**config.mk**
```make
export PLATFORM = sky130hd
export DESIGN_NAME = pmcc_top
export DESIGN_NICKNAME = d
export VERILOG_FILES = /design/src/pmcc_pkg.sv /design/src/pmcc_sync.sv /design/src/pmcc_top.sv
export SDC_FILE = /design/constraint.sdc
export NUM_CORES = 1
export LEC_CHECK = 0
export BUFFER_PORTS_ARGS = -buffer_cell sky130_fd_sc_hd__buf_2
export CAP_MARGIN = 20
export CORE_ASPECT_RATIO = 1.75
export CORE_MARGIN = 4
export CORE_UTILIZATION = 59
export DETAILED_ROUTE_END_ITERATION = 10
export PLACE_DENSITY = 0.91
export SLEW_MARGIN = 40
export SYNTH_ARGS = -nofsm -noshare
export SYNTH_HDL_FRONTEND = slang
export SYNTH_SLANG_ARGS = --single-unit
```
**constraint.sdc**
```tcl
create_clock -name i_core_clk -period 8.85 [get_ports i_core_clk]
set_clock_uncertainty 0.05 [all_clocks]
set_input_delay 0.885 -clock i_core_clk [delete_from_list [all_inputs] [get_ports i_core_clk]]
set_output_delay 0.885 -clock i_core_clk [all_outputs]
set_load 0.01 [all_outputs]
```
**src/pmcc_pkg.sv**
```systemverilog
// pmcc_pkg: register map, field layout, reset values, modes and state record
package pmcc_pkg;
    localparam logic [3:0]  REG_REGULATOR   = 4'h0;
    localparam logic [3:0]  REG_PLL_CONTROL = 4'h4;
    localparam logic [3:0]  REG_PLL_DIVIDE  = 4'h8;
    localparam logic [3:0]  REG_STATUS      = 4'hc;
    localparam int          LVL_LSB         = 0;
    localparam int          VCODE_LSB       = 4;
    localparam int          MULT_LSB        = 0;
    localparam int          BYPASS_BIT      = 8;
    localparam int          PLLEN_BIT       = 9;
    localparam int          SLEEP_CMD_BIT   = 12;
    localparam int          DEEP_CMD_BIT    = 13;
    localparam int          SSEL_LSB        = 0;
    localparam int          CSEL_LSB        = 4;
    localparam int          ST_MODE_LSB     = 0;
    localparam int          ST_MULT_LSB     = 8;
    localparam int          ST_PEND_BIT     = 16;
    localparam logic [1:0]  LVL_OFF         = 2'h0;
    localparam logic [1:0]  LVL_RESET       = 2'h3;
    localparam logic [2:0]  VCODE_RESET     = 3'h4;
    localparam logic [5:0]  MULT_RESET      = 6'h0a;
    localparam logic [3:0]  SSEL_RESET      = 4'h5;
    localparam logic [1:0]  CSEL_RESET      = 2'h0;
    localparam logic [1:0]  RESP_OKAY       = 2'h0;
    localparam logic [1:0]  RESP_SLVERR     = 2'h2;

    typedef enum logic [2:0] {
        PMCC_FULL_ON   = 3'b000,
        PMCC_ACTIVE    = 3'b001,
        PMCC_SLEEP     = 3'b010,
        PMCC_DEEP      = 3'b011,
        PMCC_HIBERNATE = 3'b100
    } pmcc_mode_t;

    typedef struct packed {
        logic        awvalid;
        logic [3:0]  awaddr;
        logic        wvalid;
        logic [31:0] wdata;
        logic [3:0]  wstrb;
        logic        bready;
        logic        arvalid;
        logic [3:0]  araddr;
        logic        rready;
    } pmcc_axi_req_t;

    typedef struct packed {
        logic        awready;
        logic        wready;
        logic        bvalid;
        logic [1:0]  bresp;
        logic        arready;
        logic        rvalid;
        logic [31:0] rdata;
        logic [1:0]  rresp;
    } pmcc_axi_rsp_t;

    typedef struct packed {
        logic        core_run;    // core clock ungated
        logic        sys_run;     // system clock ungated
        logic        core_tick;   // core clock enable at divided rate
        logic        sys_tick;    // system clock enable at divided rate
        logic        pll_en;
        logic        pll_bypass;
        logic [5:0]  pll_mult;
        logic        reg_off;     // regulator shut off, core supply at 0 V
        logic [2:0]  vcore_code;  // 0.85 V + 50 mV per step
        logic        pins_hiz;
        logic        boot_start;
        logic        async_block;
        logic        dma_grant;
        logic        dma_err;
    } pmcc_ctl_t;

    typedef struct packed {
        pmcc_mode_t    mode;
        logic [1:0]    lvl;
        logic [2:0]    vcode;
        logic [5:0]    mult;
        logic          bypass;
        logic          pll_en;
        logic [3:0]    ssel;
        logic [1:0]    csel;
        logic [3:0]    sys_cnt;
        logic [2:0]    core_cnt;
        logic          rtc_prev;
        logic          aw_full;
        logic [3:0]    aw_addr;
        logic          w_full;
        logic [31:0]   w_data;
        logic [3:0]    w_strb;
        pmcc_axi_rsp_t rsp;
        pmcc_ctl_t     ctl;
    } pmcc_state_t;
endpackage

```
**src/pmcc_sync.sv**
```systemverilog
// pmcc_sync: two-flop synchroniser for the asynchronous wake sources
module pmcc_sync (
    input  wire logic       i_core_clk,  // core clock
    input  wire logic       i_rst_n,     // synchronised reset, active low
    input  wire logic [1:0] i_async,     // raw inputs
    output logic      [1:0] o_sync       // synchronised copies
);
    logic [1:0] meta;

    // idle level is 1 for both: rtc event is inverted by the caller
    always_ff @(posedge i_core_clk or negedge i_rst_n) begin
        if (!i_rst_n) begin
            meta   <= 2'h3;
            o_sync <= 2'h3;
        end else begin
            meta   <= i_async;
            o_sync <= meta;
        end
    end
endmodule

```
**src/pmcc_top.sv**
```systemverilog
// pmcc_top: power mode sequencer, clock divide control and register slave
// Function
// - regulator level 00 shuts regulator, stops both clocks, enters hibernate
// - hibernate with io supply only puts pins in high impedance
// - hibernate wakes on rtc wake event or reset pin
// - regulator reactivation starts a boot sequence
// - sleep gates only the core clock; pll and system clock run
// - sleep wake samples bypass: off gives full-on, on gives active
// - system dma to level-one memory is unsupported during sleep
// - deep sleep stops both clocks; exits only by reset or rtc
// - deep sleep exit: rtc lands in active, reset lands in full-on
// - deep sleep blocks asynchronous peripherals from internal resources
// - core voltage programmable in 50 mV steps, 0.85 V to 1.2 V
// - pll multiplier programmable 1x to 63x, reset value 10x
// - all peripherals run from the system clock derived from the pll
// - four-bit system divide field sets ratio 1 to 15
// - system divide write takes effect at once, no relock wait
// - two-bit core divide field selects 1, 2, 4 or 8 on the fly
// - power-up starts in full-on with pll enabled and not bypassed
// - active mode bypasses pll; both clocks run at input clock rate
// - multiplier written in active is held until active mode is left
module pmcc_top
    import pmcc_pkg::*;
(
    input  wire logic          i_core_clk,    // clock, also stands for the pll output
    input  wire logic          i_rstn,        // power-on reset, active low
    input  wire logic          i_rtc_wake,    // rtc wake event, asynchronous
    input  wire logic          i_reset_pin_n, // reset pin, asynchronous, active low
    input  wire logic          i_wake,        // generic sleep wake request
    input  wire logic          i_dma_l1_req,  // system dma request to level-one memory
    input  pmcc_pkg::pmcc_axi_req_t i_axi,    // axi4-lite requests
    output pmcc_pkg::pmcc_axi_rsp_t o_axi,    // axi4-lite responses
    output pmcc_pkg::pmcc_ctl_t     o_ctl,    // clock, power and pin controls
    output pmcc_pkg::pmcc_mode_t    o_mode    // current power mode
);
    import pmcc_pkg::*;

    logic        rst_s1;
    logic        rst_n;
    logic [1:0]  wake_sync;
    logic        rtc_lvl;
    logic        pin_asserted;
    pmcc_state_t st;
    pmcc_state_t next_st;

    function automatic logic [31:0] merge(input logic [31:0] old, input logic [31:0] nw,
                                          input logic [3:0] strb);
        logic [31:0] r;
        r = old;
        for (int i = 0; i < 4; i++) begin
            if (strb[i]) begin
                r[8*i +: 8] = nw[8*i +: 8];
            end
        end
        return r;
    endfunction

    function automatic logic [31:0] read_reg(input pmcc_state_t s, input logic [3:0] a);
        logic [31:0] r;
        r = 32'h0;
        case (a)
            REG_REGULATOR: begin
                r[LVL_LSB +: 2]   = s.lvl;
                r[VCODE_LSB +: 3] = s.vcode;
            end
            REG_PLL_CONTROL: begin
                r[MULT_LSB +: 6] = s.mult;
                r[BYPASS_BIT]    = s.bypass;
                r[PLLEN_BIT]     = s.pll_en;
            end
            REG_PLL_DIVIDE: begin
                r[SSEL_LSB +: 4] = s.ssel;
                r[CSEL_LSB +: 2] = s.csel;
            end
            REG_STATUS: begin
                r[ST_MODE_LSB +: 3] = s.mode;
                r[ST_MULT_LSB +: 6] = s.ctl.pll_mult;
                r[ST_PEND_BIT]      = (s.ctl.pll_mult != s.mult);
            end
            default: r = 32'h0;
        endcase
        return r;
    endfunction

    function automatic logic is_mapped(input logic [3:0] a);
        return (a == REG_REGULATOR) || (a == REG_PLL_CONTROL) ||
               (a == REG_PLL_DIVIDE) || (a == REG_STATUS);
    endfunction

    always_ff @(posedge i_core_clk or negedge i_rstn) begin
        if (!i_rstn) begin
            rst_s1 <= 1'b0;
            rst_n  <= 1'b0;
        end else begin
            rst_s1 <= 1'b1;
            rst_n  <= rst_s1;
        end
    end

    pmcc_sync u_sync (
        .i_core_clk (i_core_clk),
        .i_rst_n    (rst_n),
        .i_async    ({i_reset_pin_n, ~i_rtc_wake}),
        .o_sync     (wake_sync)
    );

    assign rtc_lvl      = ~wake_sync[0];
    assign pin_asserted = ~wake_sync[1];

    always_comb begin
        logic        do_wr;
        logic        rtc_evt;
        logic        go_full;
        logic [31:0] wv;
        logic [3:0]  sys_lim;
        logic [2:0]  core_lim;
        next_st          = st;
        do_wr            = 1'b0;
        go_full          = 1'b0;
        wv               = 32'h0;
        rtc_evt          = rtc_lvl & ~st.rtc_prev;
        sys_lim  = (st.mode == PMCC_ACTIVE) ? 4'h0 : st.ssel - 4'h1;
        core_lim = (st.mode == PMCC_ACTIVE) ? 3'h0 : 3'((4'h1 << st.csel) - 4'h1);
        next_st.rtc_prev = rtc_lvl;
        next_st.ctl.boot_start = 1'b0;
        next_st.ctl.dma_grant  = 1'b0;
        next_st.ctl.dma_err    = 1'b0;

        // write channel: address and data taken independently, then joined
        if (i_axi.awvalid && st.rsp.awready) begin
            next_st.aw_full = 1'b1;
            next_st.aw_addr = i_axi.awaddr;
        end
        if (i_axi.wvalid && st.rsp.wready) begin
            next_st.w_full = 1'b1;
            next_st.w_data = i_axi.wdata;
            next_st.w_strb = i_axi.wstrb;
        end
        if (st.rsp.bvalid && i_axi.bready) begin
            next_st.rsp.bvalid = 1'b0;
        end
        if (st.aw_full && st.w_full && !st.rsp.bvalid) begin
            do_wr              = is_mapped(st.aw_addr) && (st.aw_addr != REG_STATUS);
            next_st.aw_full    = 1'b0;
            next_st.w_full     = 1'b0;
            next_st.rsp.bvalid = 1'b1;
            next_st.rsp.bresp  = do_wr ? RESP_OKAY : RESP_SLVERR;
            wv = merge(read_reg(st, st.aw_addr), st.w_data, st.w_strb);
        end

        if (do_wr && st.mode != PMCC_HIBERNATE && st.mode != PMCC_DEEP) begin
            case (st.aw_addr)
                REG_REGULATOR: begin
                    next_st.lvl   = wv[LVL_LSB +: 2];
                    next_st.vcode = wv[VCODE_LSB +: 3];
                    if (wv[LVL_LSB +: 2] == LVL_OFF) begin
                        next_st.mode = PMCC_HIBERNATE;
                    end
                end
                REG_PLL_CONTROL: begin
                    if (wv[MULT_LSB +: 6] != 6'h0) begin
                        next_st.mult = wv[MULT_LSB +: 6];
                    end
                    next_st.bypass = wv[BYPASS_BIT];
                    next_st.pll_en = wv[PLLEN_BIT] | (st.mode != PMCC_ACTIVE);
                    if (st.mode == PMCC_FULL_ON && wv[BYPASS_BIT]) begin
                        next_st.mode = PMCC_ACTIVE;
                    end else if (st.mode == PMCC_ACTIVE && !wv[BYPASS_BIT] &&
                                 wv[PLLEN_BIT]) begin
                        next_st.mode = PMCC_FULL_ON;
                        go_full      = 1'b1;
                    end
                    // a disabled pll must be re-enabled before sleep
                    if (wv[DEEP_CMD_BIT]) begin
                        next_st.mode = PMCC_DEEP;
                    end else if (wv[SLEEP_CMD_BIT] && next_st.pll_en) begin
                        next_st.mode = PMCC_SLEEP;
                    end
                end
                REG_PLL_DIVIDE: begin
                    if (wv[SSEL_LSB +: 4] != 4'h0) begin
                        next_st.ssel = wv[SSEL_LSB +: 4];
                    end
                    next_st.csel = wv[CSEL_LSB +: 2];
                end
                default: ;
            endcase
        end

        // wake sequencing
        case (st.mode)
            PMCC_SLEEP: begin
                if (i_wake || rtc_evt) begin
                    next_st.mode = st.bypass ? PMCC_ACTIVE : PMCC_FULL_ON;
                    go_full      = ~st.bypass;
                end
            end
            PMCC_DEEP: begin
                if (pin_asserted) begin
                    next_st.mode = PMCC_FULL_ON;
                    go_full      = 1'b1;
                end else if (rtc_evt) begin
                    next_st.mode = PMCC_ACTIVE;
                end
            end
            PMCC_HIBERNATE: begin
                if (pin_asserted || rtc_evt) begin
                    next_st.mode   = PMCC_FULL_ON;
                    next_st.lvl    = LVL_RESET;
                    next_st.vcode  = VCODE_RESET;
                    next_st.mult   = MULT_RESET;
                    next_st.bypass = 1'b0;
                    next_st.pll_en = 1'b1;
                    next_st.ssel   = SSEL_RESET;
                    next_st.csel   = CSEL_RESET;
                    next_st.ctl.boot_start = 1'b1;
                    go_full        = 1'b1;
                end
            end
            default: ;
        endcase

        // the multiplier only reaches the pll outside active mode
        if (next_st.mode != PMCC_ACTIVE || go_full) begin
            next_st.ctl.pll_mult = next_st.mult;
        end

        // reading: one read at a time, answered the cycle after it is taken
        if (st.rsp.rvalid && i_axi.rready) begin
            next_st.rsp.rvalid = 1'b0;
        end
        if (i_axi.arvalid && st.rsp.arready) begin
            next_st.rsp.rvalid = 1'b1;
            next_st.rsp.rdata  = read_reg(st, i_axi.araddr);
            next_st.rsp.rresp  = is_mapped(i_axi.araddr) ? RESP_OKAY : RESP_SLVERR;
        end
        next_st.rsp.arready = ~next_st.rsp.rvalid && !(i_axi.arvalid && st.rsp.arready);
        next_st.rsp.awready = ~next_st.aw_full && ~next_st.rsp.bvalid && !do_wr;
        next_st.rsp.wready  = ~next_st.w_full && ~next_st.rsp.bvalid && !do_wr;

        // clock gating and divided enables, divide fields act immediately
        next_st.ctl.core_run = (next_st.mode == PMCC_FULL_ON) ||
                               (next_st.mode == PMCC_ACTIVE);
        next_st.ctl.sys_run  = next_st.ctl.core_run ||
                               (next_st.mode == PMCC_SLEEP);
        next_st.ctl.pll_bypass = (next_st.mode == PMCC_ACTIVE);
        next_st.ctl.pll_en   = next_st.pll_en && (next_st.mode != PMCC_DEEP) &&
                               (next_st.mode != PMCC_HIBERNATE);
        next_st.ctl.reg_off  = (next_st.mode == PMCC_HIBERNATE);
        next_st.ctl.pins_hiz = (next_st.mode == PMCC_HIBERNATE);
        next_st.ctl.async_block = (next_st.mode == PMCC_DEEP) ||
                                  (next_st.mode == PMCC_HIBERNATE);
        next_st.ctl.vcore_code = next_st.vcode;

        if (!st.ctl.sys_run || st.sys_cnt >= sys_lim) begin
            next_st.sys_cnt = 4'h0;
        end else begin
            next_st.sys_cnt = st.sys_cnt + 4'h1;
        end
        if (!st.ctl.core_run || st.core_cnt >= core_lim) begin
            next_st.core_cnt = 3'h0;
        end else begin
            next_st.core_cnt = st.core_cnt + 3'h1;
        end
        next_st.ctl.sys_tick  = st.ctl.sys_run && (st.sys_cnt >= sys_lim);
        next_st.ctl.core_tick = st.ctl.core_run && (st.core_cnt >= core_lim);

        if (i_dma_l1_req) begin
            next_st.ctl.dma_err   = (st.mode != PMCC_FULL_ON) && (st.mode != PMCC_ACTIVE);
            next_st.ctl.dma_grant = (st.mode == PMCC_FULL_ON) || (st.mode == PMCC_ACTIVE);
        end
    end

    always_ff @(posedge i_core_clk or negedge rst_n) begin
        if (!rst_n) begin
            st                 <= '0;
            st.mode            <= PMCC_FULL_ON;
            st.lvl             <= LVL_RESET;
            st.vcode           <= VCODE_RESET;
            st.mult            <= MULT_RESET;
            st.pll_en          <= 1'b1;
            st.ssel            <= SSEL_RESET;
            st.csel            <= CSEL_RESET;
            st.ctl.core_run    <= 1'b1;
            st.ctl.sys_run     <= 1'b1;
            st.ctl.pll_en      <= 1'b1;
            st.ctl.pll_mult    <= MULT_RESET;
            st.ctl.vcore_code  <= VCODE_RESET;
            st.rsp.awready     <= 1'b1;
            st.rsp.wready      <= 1'b1;
            st.rsp.arready     <= 1'b1;
        end else begin
            st <= next_st;
        end
    end

    assign o_axi  = st.rsp;
    assign o_ctl  = st.ctl;
    assign o_mode = st.mode;
endmodule

```
# Yosys cells after proc, flatten, opt, wreduce, memory -nomap -nowiden
# Index checks and enable logic that the tools add are counted.
[word_totals] ff_bits=118 input_bits=55 out_inout_bits=65 wordCells=196
[classes] n_addsub=4 order_cmp=2 n_eq_ne=22 n_shift=1 muxes=63 bitwise_logic=11 n_reduce_logical=53
[ops] op="22-bit 2-to-1 mux" n=2
[ops] op="37-bit 2-to-1 mux" n=1
[ops] op="35-bit 2-to-1 mux" n=1
[ops] op="3-bit 2-to-1 mux" n=11
[ops] op="1-bit logical AND" n=24
[ops] op="4-bit 2-to-1 mux" n=5
[ops] op="19-bit 2-to-1 mux" n=1
[ops] op="1-bit 2-to-1 mux" n=18
[ops] op="6-bit 2-to-1 mux" n=3
[ops] op="4-bit == test (second input constant)" n=4
[ops] op="8-bit 2-to-1 mux" n=2
[ops] op="2-bit case mux with 4 select lines" n=2
[ops] op="1-bit logical OR" n=15
[ops] op="14-bit 2-to-1 mux" n=1
[ops] op="3-bit by 2-bit == test with 1-bit output (second input constant)" n=4
[ops] op="2-bit case mux with 3 select lines" n=2
[ops] op="5-bit 2-to-1 mux" n=2
[ops] op="1-bit NOT" n=9
[ops] op="1-bit case mux with 3 select lines" n=3
[ops] op="3-bit case mux with 3 select lines" n=1
[ops] op="4-bit by 3-bit == test with 1-bit output (second input constant)" n=2
[ops] op="4-bit zero test" n=2
[ops] op="2-bit case mux with 2 select lines" n=2
[ops] op="3-bit by 1-bit == test with 1-bit output (second input constant)" n=2
[ops] op="other kinds (24)" n=37

# Logic depth before layout (Yosys ltp)
# Gate-level depths: netlist (run 1).
[depth] word_depth=19 mapped_depth=10 ltp_nobuf=9

# By module
# Synthesis (run 1) repeated with hierarchy kept, for this count alone.
[hier_totals] hier_cells=491 area_unflattened_um2=5071.1
[modules_own_cells] module="pmcc_top" instances=1 cells_each=487 area_per_inst_um2=4966.0 seq_area_each_um2=2247.2
[modules_own_cells] module="pmcc_sync" instances=1 cells_each=4 area_per_inst_um2=105.1 seq_area_each_um2=105.1

# Worst setup path before layout (run 1)
# OpenSTA, ideal clock, no wires.
[synth_path] kind="reg2reg" from="register st[100] in the netlist's numbering" to="register st, in the netlist o_ctl[13]" setup_ns=0.127 arrival_ns=2.227 t_required_ns=8.673 slack_ns=6.446 stages_incl_launch_ff=9 n_path_buf=2 period_less_slack_ns=2.404 path_cell_list="dfrtp_1 > clkbuf_1 > or4b_4 > o211ai_2 > a21oi_1 > o211a_1 > o22a_1 > buf_6 > mux2_1"
[synth_between] elab_chain_len=18 elab_cells_between_ends=54
[synth_rtl] item="start: declaration" line_no="pmcc_top.sv:43" text="pmcc_state_t st;"
[synth_rtl] item="start signal: assignment" line_no="pmcc_top.sv:293" text="st <= next_st;"
[synth_rtl] item="4-bit == test or 4-bit by 3-bit == test with 1-bit output (tied branches)"
[synth_rtl] item="2-bit case mux with 2 select lines" line_no="pmcc_top.sv:61" text="case (a)"
[synth_rtl] item="6-bit 2-to-1 mux" line_no="pmcc_top.sv:51" text="if (strb[i]) begin"
[synth_rtl] item="14-bit 2-to-1 mux" line_no="pmcc_top.sv:142" text="if (st.aw_full && st.w_full && !st.rsp.bvalid) begin"
[synth_rtl] item="1-bit zero test" line_no="pmcc_top.sv:168" text="end else if (st.mode == PMCC_ACTIVE && !wv[BYPASS_BIT] &&"
[synth_rtl] item="1-bit logical AND (2 in series)" line_no="pmcc_top.sv:168"
[synth_rtl] item="3-bit 2-to-1 mux" line_no="pmcc_top.sv:168"
[synth_rtl] item="3-bit 2-to-1 mux" line_no="pmcc_top.sv:166" text="if (st.mode == PMCC_FULL_ON && wv[BYPASS_BIT]) begin"
[synth_rtl] item="3-bit 2-to-1 mux" line_no="pmcc_top.sv:176" text="end else if (wv[SLEEP_CMD_BIT] && next_st.pll_en) begin"
[synth_rtl] item="3-bit 2-to-1 mux" line_no="pmcc_top.sv:174" text="if (wv[DEEP_CMD_BIT]) begin"
[synth_rtl] item="3-bit case mux with 2 select lines" line_no="pmcc_top.sv:152" text="case (st.aw_addr)"
[synth_rtl] item="22-bit 2-to-1 mux" line_no="pmcc_top.sv:151" text="if (do_wr && st.mode != PMCC_HIBERNATE && st.mode != PMCC_DEEP) begin"
[synth_rtl] item="3-bit 2-to-1 mux" line_no="pmcc_top.sv:202" text="end else if (rtc_evt) begin"
[synth_rtl] item="3-bit 2-to-1 mux" line_no="pmcc_top.sv:199" text="if (pin_asserted) begin"
[synth_rtl] item="3-bit case mux with 3 select lines" line_no="pmcc_top.sv:191" text="case (st.mode)"
[synth_rtl] item="3-bit by 1-bit inequality test with 1-bit output" line_no="pmcc_top.sv:224" text="if (next_st.mode != PMCC_ACTIVE || go_full) begin"
[synth_rtl] item="1-bit logical OR" line_no="pmcc_top.sv:224"
# Parallel ways exist; a longest one is shown, timed or not.
# A chain may end at the register's enable or synchronous reset.

# Worst setup path after layout (run 1)
[layout_path] from="register st[102] in the netlist's numbering" to="register st, in the netlist o_ctl[14]"
# Same word-level chain as after synthesis.

==> metrics.cfg, run 1 <==
[critical_path]
rr_startpoint=st[102]
slowest_delay_ns=0.60
arrival_ns=3.56
endpoint_kind=flip-flop
cp_max_fo=16
path_class=reg -> reg
cp.required_ns=9.03
regToRegSetupSlack_ns=5.47
startpoint_type=flip-flop
slowest_stage=dfrtp_1
timing.rr.end=o_ctl[14]
path_cells=nor4b_2 > nand4_1 > a21oi_1 > a21boi_1 > o22a_1 > mux2_1
rr_worst_depth=6

[clock_network]
post_cts_buffers=0
clock-sinks=93
hold_buffers=0
clk_pin_slew_worst_paths_ns=0.07
cts_root_buffer=clkbuf_16
cts_buffer_depth=2
htree_levels=3
cts_buffers=9
ctsResizeCount=0
cts_tree=built
worstSkewPairLatency_ns=0.35

[floorplanning]
io_pins=120
core_um2=8420
fp.dieArea_um2=10400
die_w_um=78.7
row_count=44
start_util_pct=61.2
fp.dieH_um=132

[synthesis]
synth_ff_type=dfrtp_1
syn_inst=497
yosysSeqAreaShare_pct=45.6
synth-edff-count=0
synth-seq-cells=93
yosysMostFrequentCell=dfrtp_1
synthDistinctLibCells=64
synth_top_cell_area_share_pct=35.4
synth_warnings=0
syn_area_per_cell_um2=10.4
synth_commonest_cells=dfrtp_1, buf_4, nor2_1
synthesis.area_um2=5150
yosysTopAreaCell=dfrtp_1
async_flop_share_pct=100
synthTopCellsByArea=dfrtp_1, dfstp_2, buf_4, mux2_2, nor2_1

[power]
power_frac_seq_pct=41.6
pwr-share-clk_pct=23.1
p_int_mw=1.13
power_leakage_nw=2.63
vdd_drop_max_mv=0.199
sw_frac_of_total_pct=38.2
power_density_nw_per_um2=331
switchingPower_mw=0.697
power_mw=1.82
combPwrFrac_pct=35.3

[drt]
drt-vias-per-instance=5.86
final_antenna_net_count=0
drtPass1Iterations=4
drtIter0Drc=286
drc=0
wl_um=11700
drt-wirelength-per-cell_um=18.4
highest_layer=met4
route.met2.wl_um=6130
vias=3729
met3WireLength_um=758
drt-met1-wl_um=4220

[timing]
drv_slew=0
tightest_slew_ns=0.645
finalHoldViolCount=0
rsz0062_at_grt=false
setup_viol=0
relSlewSlack_pct=56.9
fmax_ghz=0.296
fin_crit_sh_pct=38.2
fin_crit_ns=3.38
fin_setup_tns_ns=0

[placement]
portBuffers=76
globalplace.congestion=0.916
hpwl_um=8850

[global_routing]
antenna_found_initial=0
track_usage_pct=23.6
grt_pass1_vias=3791
grt_pass1_wl_um=18900
grt_max_degree=66
grt_overflow=0

[hold_path]
hold_path.class=reg -> async

[finish]
fillers=673
layout.nets=581
area_growth_pct=6.87
num_antenna_cells=0
drive_above_1_share_pct=29.6

[status]
status=finished clean

[run]
drv_cap=0

==> worst max-delay path by stage <==
| stage | startpoint | end | slack (ns) | depth (start not counted) |
|---|---|---|---|---|
| detailed placement | st[101] | o_ctl[9] | 5.59 | 6 |
| floorplan | rst_n | o_axi[10] | 6.05 | 0 |
| global placement | st[102] | o_ctl[13] | 5.70 | 6 |
| CTS | st[102] | o_ctl[14] | 5.57 | 6 |
| global route | st[101] | o_ctl[14] | 5.20 | 6 |
| finish | st[102] | o_ctl[14] | 5.47 | 6 |
==> registers in the layout, summed over array words and instances (netlist names) <==
register       flops
rst_n              1
st                43
u_sync.o_sync      2
o_ctl             20
rst_s1             1
o_mode             3
u_sync.meta        2
o_axi             21
==> metal layers <==
metal  vias up  global-route usage [%]
met5         -                       0
met3        46                    4.66
met4         0                    15.2
met2       175                    39.5
met1      1796                    27.0
li1       1712                       -
==> layout make-up <==
type                    count  area [µm²]  area share [%]
inverters                  15        56.3            1.02
repair buffers             77         392            7.11
flip-flops and latches     93        2360            42.8
clock buffers               9         225            4.09
clock inverters             7         104            1.89
well taps                 115         144            2.61
multi-input cells         320        2230            40.5
==> worst max-delay path, delay by kind of cell (launching register included) <==
| kind | cells | cell delay [ns] |
|---|---|---|
| AOI/OAI and AO/OA | 3 | 1.20 |
| DFF | 1 | 0.60 |
| muxes | 1 | 0.37 |
| and+or+nand+nor | 2 | 1.03 |
==> stage by stage <==
step / instances / cell area (µm²) / hold WS [ns] / util [%] / setup slack, ns
floorplan: 516 / 5230 / 0.281 / - / 6.05
global placement: 620 / 5170 / 0.179 / 61.4 / 5.70
detailed placement: 620 / 5170 / 0.183 / 61.4 / 5.59
CTS: 636 / 5500 / 0.192 / 65.3 / 5.57
global route: 636 / 5510 / 0.217 / 65.4 / 5.20
finish: 636 / 5510 / 0.183 / 65.4 / 5.47
==> logic make-up after synthesis <==
family                   after synthesis  share of synthesized area, %
AO/OA/AOI/OAI                        101                          14.1
XOR/XNOR                              11                          1.87
adder cells (fa/ha/maj)               10                          2.43
buffers and inverters                103                          12.5
flip-flops                            93                          45.6
multiplexers                          37                          8.93
other                                  2                         0.146
AND/OR/NAND/NOR                      140                          14.3
==> cells in the final DEF (no fill, tap or decap), types with 7 or more instances in the layout <==
cell and instances:
nor3_1 8, nor2b_1 11, mux2_2 21, nand3_1 8
dfrtp_1 72, mux2i_1 7, nand2_1 28, o21ai_0 25
xor2_1 7, a22o_1 7, clkbuf_16 9, buf_2 76
nor2_1 37, inv_1 15, a21oi_1 19, ha_1 10
dfstp_2 20, conb_1 21
==> power groups by stage <==
stage          registers, mW  logic [mW]  clock network (mW)
3_5_place_dp           0.760       0.637                   0
4_1_cts                0.754       0.644               0.427
6_report               0.759       0.643               0.421
3_3_place_gp           0.753       0.612                   0
5_1_grt                0.775       0.707               0.447
2_1_floorplan          0.670       0.588                   0
Power figures use the tool's default switching activity.
==> run 2, diff against run 1 <==
--- a/config.mk
+++ b/config.mk
@@ -5,13 +5,14 @@
 export SDC_FILE = /design/constraint.sdc
 export NUM_CORES = 1
 export LEC_CHECK = 0
+export ABC_AREA = 1
 export BUFFER_PORTS_ARGS = -buffer_cell sky130_fd_sc_hd__buf_2
 export CAP_MARGIN = 20
 export CORE_ASPECT_RATIO = 1.75
 export CORE_MARGIN = 4
-export CORE_UTILIZATION = 59
+export CORE_UTILIZATION = 54
 export DETAILED_ROUTE_END_ITERATION = 10
-export PLACE_DENSITY = 0.91
+export PLACE_DENSITY = 0.85
 export SLEW_MARGIN = 40
 export SYNTH_ARGS = -nofsm -noshare
 export SYNTH_HDL_FRONTEND = slang
==> constraint.sdc (replaced) <==
create_clock -name i_core_clk -period 3.35 [get_ports i_core_clk]
set_clock_uncertainty 0.05 [all_clocks]
set_input_delay 0.335 -clock i_core_clk [delete_from_list [all_inputs] [get_ports i_core_clk]]
set_output_delay 0.335 -clock i_core_clk [all_outputs]
set_load 0.01 [all_outputs]
==> metrics.cfg, run 2 <==
[status]
status=finished clean

[drt]
final_antenna_net_count=0  ; unchanged
drtIter0Drc=192  ; -33%
drt-vias-per-instance=5.21  ; -11%
drc=0  ; unchanged
wl_um=11900  ; +1.7%
drtPass1Iterations=4  ; unchanged
vias=4025  ; +7.9%
drt-wirelength-per-cell_um=15.4  ; -16%

[placement]
portBuffers=76  ; unchanged
placed_area_um2=5280  ; +2.1%
dpl.cell_count=756  ; +22%
hpwl_um=9400  ; +6.2%
globalplace.congestion=0.914  ; -0.23%
pre_cts_slack_ns=0.870  ; -4.72 ns

[synthesis]
synth_ff_type=dfrtp_1
yosysSeqAreaShare_pct=45.6  ; -0.077 points
synth-edff-count=0  ; unchanged
synthesis.area_um2=5160  ; +0.17%
synth_commonest_cells=nand2_1, dfrtp_1, buf_4
async_flop_share_pct=100  ; unchanged
yosysMostFrequentCell=nand2_1
synth_warnings=0  ; unchanged
syn_inst=608  ; +22%
syn_area_per_cell_um2=8.49  ; -18%
synthTopCellsByArea=dfrtp_1, nand2_1, dfstp_2, buf_4, inv_1
synthDistinctLibCells=47  ; -27%
synth_top_cell_area_share_pct=35.4  ; -0.060 points
synth-seq-cells=93  ; unchanged
yosysTopAreaCell=dfrtp_1

[timing]
rsz0062_at_grt=false
fin_crit_sh_pct=74.3  ; +36 points
drv_slew=0  ; unchanged
relSlewSlack_pct=52.2  ; -4.7 points
fin_crit_ns=2.49  ; -0.889 ns
setup_slack_ns=0.861  ; -4.61 ns
tightest_slew_ns=0.712  ; +0.0670 ns
finalHoldViolCount=0  ; unchanged
setup_viol=0  ; unchanged
fin_setup_tns_ns=0  ; unchanged
fmax_ghz=0.402  ; +36%

[clock_network]
cts_buffers=9  ; unchanged
cts_root_buffer=clkbuf_16
worstSkewPairLatency_ns=0.34  ; about the same
post_cts_buffers=0  ; unchanged
htree_levels=3  ; unchanged
clock-sinks=93  ; unchanged
ctsResizeCount=0  ; unchanged
cts_buffer_depth=2  ; unchanged
cts_tree=built
clk_pin_slew_worst_paths_ns=0.07  ; about the same

[power]
p_int_mw=2.69  ; +140%
vdd_drop_max_mv=0.483  ; +140%
switchingPower_mw=1.83  ; +160%
power_frac_seq_pct=39.6  ; -2.0 points
power_leakage_nw=2.91  ; +11%
sw_frac_of_total_pct=40.5  ; +2.3 points
combPwrFrac_pct=37.3  ; +2.0 points
power_density_nw_per_um2=807  ; +140%
pwr-share-clk_pct=23.1  ; about the same

[floorplanning]
row_count=47  ; +6.8%
io_pins=120  ; unchanged
fp.dieH_um=137  ; +4.3%
core_um2=9410  ; +12%
start_util_pct=54.9  ; -6.3 points
fp.dieArea_um2=11300  ; +8.7%
die_w_um=81.9  ; +4.1%

[finish]
layout.nets=711  ; +22%
area_growth_pct=8.41
final_area_um2=5600  ; +1.6%
num_antenna_cells=0  ; unchanged
largest_reg_flops=43  ; unchanged
instances_no_fill=773  ; +22%
top_register=st
multi_input_area_um2=2090  ; -6.4%
mostFrequentLayoutCell=nand2_1
drive_above_1_share_pct=25.8  ; -3.8 points
fillers=864  ; +28%
regArea_um2=2360  ; unchanged
final_cell_mix=nand2_1, buf_2, dfrtp_1, inv_1, nor2_1

[global_routing]
antenna_found_initial=0  ; unchanged
track_usage_pct=22.5  ; -1.1 points
grt_pass1_wl_um=19000  ; +0.15%
grt_pass1_vias=4005  ; +5.6%
grt_max_degree=40  ; -39%
grt_overflow=0  ; unchanged

[critical_path]
path_cells=inv_1 > nand3_1 > nor3_4 > nand3_2 > nor2_2 > buf_4 > a21boi_1 > nand2_4 > nand2_4 > nor2_4 > nand2_1 > nand2_1
startpoint_type=flip-flop
arrival_ns=2.72  ; -0.84 ns
path_class=reg -> reg
cp.required_ns=3.58  ; -5.45 ns
endpoint_kind=flip-flop
slowest_stage=dfrtp_1
cp_max_fo=12  ; -4
slowest_delay_ns=0.38  ; -0.22 ns

[run]
drv_cap=0  ; unchanged

[hold_path]
hold_path.class=in -> reg

run 2: routing by layer:
| layer | part of all wire (%) | wire length (µm) | global-route usage (%) |
|---|---|---|---|
| met5 | 0 | 0 | 0 |
| met4 | 3.3 | 393 | 11.0 |
| met3 | 5.1 | 602 | 3.53 |
| met2 | 56 | 6610 | 41.9 |
| met1 | 36 | 4290 | 23.7 |
run 2: critical path, delay by kind of cell, from the launching register on:
family                 cells  cell delay, ns
AND/OR/NAND/NOR            9            1.57
buffers and inverters      2            0.29
AO/OA/AOI/OAI              1            0.13
flip-flops                 1            0.38
run 2: worst paths after layout:
check | to | slack, ns | start | cells after the start
setup / recovery | o_ctl[13] | 0.86 | o_axi[38] | 12
hold / removal | u_sync.meta[1] | 0.04 | i_reset_pin_n | 1
hold reg to reg | st[74] | 0.25 | rst_n | 0
max in group asynchronous | o_ctl[12] | 2.15 | rst_n | 2
min in group asynchronous | rst_n | 0.25 | i_rstn | 2
setup reg to reg | o_ctl[13] | 0.86 | o_axi[38] | 12
run 2: stage by stage:
step	hold slack (ns)	utilization, %	power, mW
final	0.0403	59.5	4.52
after global routing	0.0254	59.5	4.84
after CTS	0.0287	59.5	4.54
after detailed placement	0.0737	56.1	3.48
after global placement	0.0698	55.9	3.40
after floorplan	-0.0106	-	3.16
run 2: kinds of logic (layout without fill, tap and decap cells):
kind of cell	after synthesis	in the layout	synth area share, %
simple gates	271	271	24.8
buf+inv	139	163	15.4
other cells	2	21	0.145
xor+xnor	7	7	1.19
flops	93	93	45.6
compound gates	86	86	10.6
fa+ha+maj	10	10	2.42
run 2: layout make-up:
cell class                 instances  share of cell area [%]
clock buffer                      10                    4.27
clock inverter                     6                    1.23
inverter                          65                    4.49
multi-input combinational        395                    37.3
sequential                        93                    42.1
tap                              122                    2.73
timing repair buffer              82                    7.87
run 2: what timing repair did:
item | in CTS | in global routing
hold buffers | 1 | 0
setup endpoints to repair | 0 | 0
endpoints found under the hold margin | 2 | 0
run 2: power groups by stage:
stage | combinational, mW | clock [mW] | sequential (mW)
2_1_floorplan | 1.45 | 0 | 1.71
3_3_place_gp | 1.61 | 0 | 1.79
3_5_place_dp | 1.68 | 0 | 1.80
4_1_cts | 1.69 | 1.06 | 1.78
5_1_grt | 1.91 | 1.11 | 1.82
6_report | 1.69 | 1.04 | 1.79
==> run 3, diff against run 2 <==
--- a/config.mk
+++ b/config.mk
@@ -5,7 +5,7 @@
 export SDC_FILE = /design/constraint.sdc
 export NUM_CORES = 1
 export LEC_CHECK = 0
-export ABC_AREA = 1
+export ABC_AREA = 0
 export BUFFER_PORTS_ARGS = -buffer_cell sky130_fd_sc_hd__buf_2
 export CAP_MARGIN = 20
 export CORE_ASPECT_RATIO = 1.75
==> constraint.sdc (replaced) <==
create_clock -name i_core_clk -period 2.5 [get_ports i_core_clk]
set_clock_uncertainty 0.05 [all_clocks]
set_input_delay 0.25 -clock i_core_clk [delete_from_list [all_inputs] [get_ports i_core_clk]]
set_output_delay 0.25 -clock i_core_clk [all_outputs]
set_load 0.01 [all_outputs]
==> metrics.cfg, run 3 (synthesized netlist as in run 1, its figures left out) <==
[finish]
largest_reg_flops=43  ; unchanged
area_growth_pct=17.8
mostFrequentLayoutCell=buf_2
layout.nets=640  ; -10%
final_area_um2=6070  ; +8.5%
fin_util_pct=65.9  ; +6.4 points
top_register=st
drive_above_1_share_pct=39.3  ; +14 points
fillers=722  ; -16%
regArea_um2=2360  ; +0.27%
multi_input_area_um2=2300  ; +10%
instances_no_fill=700  ; -9.4%
final_cell_mix=buf_2, dfrtp_1, buf_4, nor2_1, nand2_1
num_antenna_cells=0  ; unchanged

[drt]
drtIter0Drc=282  ; +47%
drtPass1Iterations=5  ; +1
drt-wirelength-per-cell_um=18.8  ; +22%
wl_um=13200  ; +11%
vias=4087  ; +1.5%
drt-vias-per-instance=5.84  ; +12%
final_antenna_net_count=0  ; unchanged
drc=0  ; unchanged

[critical_path]
cp_max_fo=7  ; -5
endpoint_kind=flip-flop
rr_worst_depth=7  ; -5
path_cells=buf_4 > nor3b_1 > buf_4 > nor3_1 > and3_1 > o21ai_0 > a221o_1
startpoint_type=flip-flop
timing.rr.end=st[116]
arrival_ns=2.70  ; -0.02 ns
path_common_cell=buf_4
slowest_stage=dfrtp_1
slowest_delay_ns=0.49  ; +0.11 ns
rr_startpoint=o_mode[2]
regToRegSetupSlack_ns=0.02  ; -0.84 ns
path_class=reg -> reg
cp.required_ns=2.72  ; -0.86 ns

[timing]
drv_slew=0  ; unchanged
fmax_ghz=0.404  ; +0.50%
tightest_slew_ns=0.570  ; -0.142 ns
finalHoldViolCount=0  ; unchanged
setup_slack_ns=0.0231  ; -0.838 ns
setup_viol=0  ; unchanged
relSlewSlack_pct=61.6  ; +9.4 points
fin_crit_ns=2.48  ; -0.0125 ns
rsz0062_at_grt=true
fin_crit_sh_pct=99.1  ; +25 points

[placement]
placed_area_um2=5580  ; +5.7%
globalplace.congestion=0.934  ; +2.2%
dpl.cell_count=677  ; -10%
pre_cts_slack_ns=-0.127  ; -0.997 ns
portBuffers=76  ; unchanged
hpwl_um=10100  ; +7.2%

[floorplanning]
die_w_um=81.9  ; about the same
core_um2=9210  ; -2.1%
row_count=46  ; -2.1%
io_pins=120  ; unchanged
fp.dieArea_um2=11200  ; -0.16%
fp.dieH_um=137  ; about the same
start_util_pct=56.0  ; +1.1 points

[status]
status=finished clean

[clock_network]
cts_buffer_depth=2  ; unchanged
cts_buffers=9  ; unchanged
clk_pin_slew_worst_paths_ns=0.06  ; about the same
cts_tree=built
clock-sinks=93  ; unchanged
htree_levels=3  ; unchanged
worstSkewPairLatency_ns=0.35  ; about the same
cts_root_buffer=clkbuf_16

[global_routing]
grt_pass1_wl_um=20600  ; +8.8%
grt_pass1_vias=4133  ; +3.2%
track_usage_pct=24.9  ; +2.4 points
antenna_found_initial=0  ; unchanged
grt_max_degree=49  ; +23%
grt_overflow=0  ; unchanged

[power]
vdd_drop_max_mv=0.733  ; +52%
power_mw=7.25  ; +60%
power_leakage_nw=2.94  ; +0.89%
power_density_nw_per_um2=1190  ; +48%

[hold_path]
holdPathEnd=o_axi[40]
hp-start=i_axi[6]
holdPathStages=2  ; +1
hold_path.class=in -> reg

[run]
drv_cap=0  ; unchanged

==> run 3: cell count changes in the layout (fill, tap and decap cells not counted), sizes merged, moves of 6 or more <==
cell,delta
inv,-48
mux2i,+7
mux2,+26
o21ai,-17
a22oi,+7
nor2b,+11
buf,+52
nand2b,+6
nand3,-29
and3,+6
nand2,-135
nor2,-20
==> run 3: cell type report <==
cell class	count	share of cell area, %
Sequential cell	93	38.9
Multi-Input combinational cell	320	37.9
Timing Repair Buffer	136	14.1
Clock buffer	9	3.71
Tap cell	120	2.47
Clock inverter	7	2.00
Inverter	15	0.927
==> run 3: worst max path at each step <==
stage	startpoint	to	slack, ns	cells after the start
finish	o_mode[2]	st[116]	0.02	7
global placement	st[101]	o_ctl[14]	-0.04	8
global route	st[101]	o_ctl[13]	-0.03	7
CTS	st[101]	o_ctl[14]	0.003	6
detailed placement	st[101]	o_ctl[10]	-0.13	8
floorplan	st[100]	o_ctl[9]	0.1	8
==> run 3: repair_timing <==
item,4_1_cts,5_1_grt
endpoints found under the hold margin,4,0
gates resized for setup,10,14
setup endpoints to repair,14,15
pin swaps,1,8
hold buffers,3,0
setup buffers,2,2
==> run 3: where the power goes <==
group	switching (mW)	internal, mW	leakage [nW]
logic	1.61	1.54	1.62
registers	0.485	2.04	1.15
clock network	0.582	0.983	0.170
==> run 3: critical path, delay by kind of cell (launching register included) <==
kind	cells	cell delay, ns
AO/OA/AOI/OAI	2	0.68
buffers and inverters	2	0.35
flip-flops	1	0.49
AND/OR/NAND/NOR	3	0.83
==> run 3: per-layer routing <==
layer | GRT usage [%] | share of wire (%) | vias up
met3 | 3.93 | 5.5 | 38
met4 | 14.0 | 4.1 | 0
met2 | 44.4 | 55 | 175
li1 | - | - | 1840
met1 | 27.3 | 36 | 2034
met5 | 0 | 0 | -
==> run 3: metrics by stage <==
stage | hold slack (ns) | setup TNS (ns)
floorplan | -0.0956 | 0
detailed placement | -0.0143 | -0.729
global route | 0.0752 | -0.0608
global placement | -0.0156 | -0.184
CTS | 0.0579 | 0
finish | 0.0624 | 0
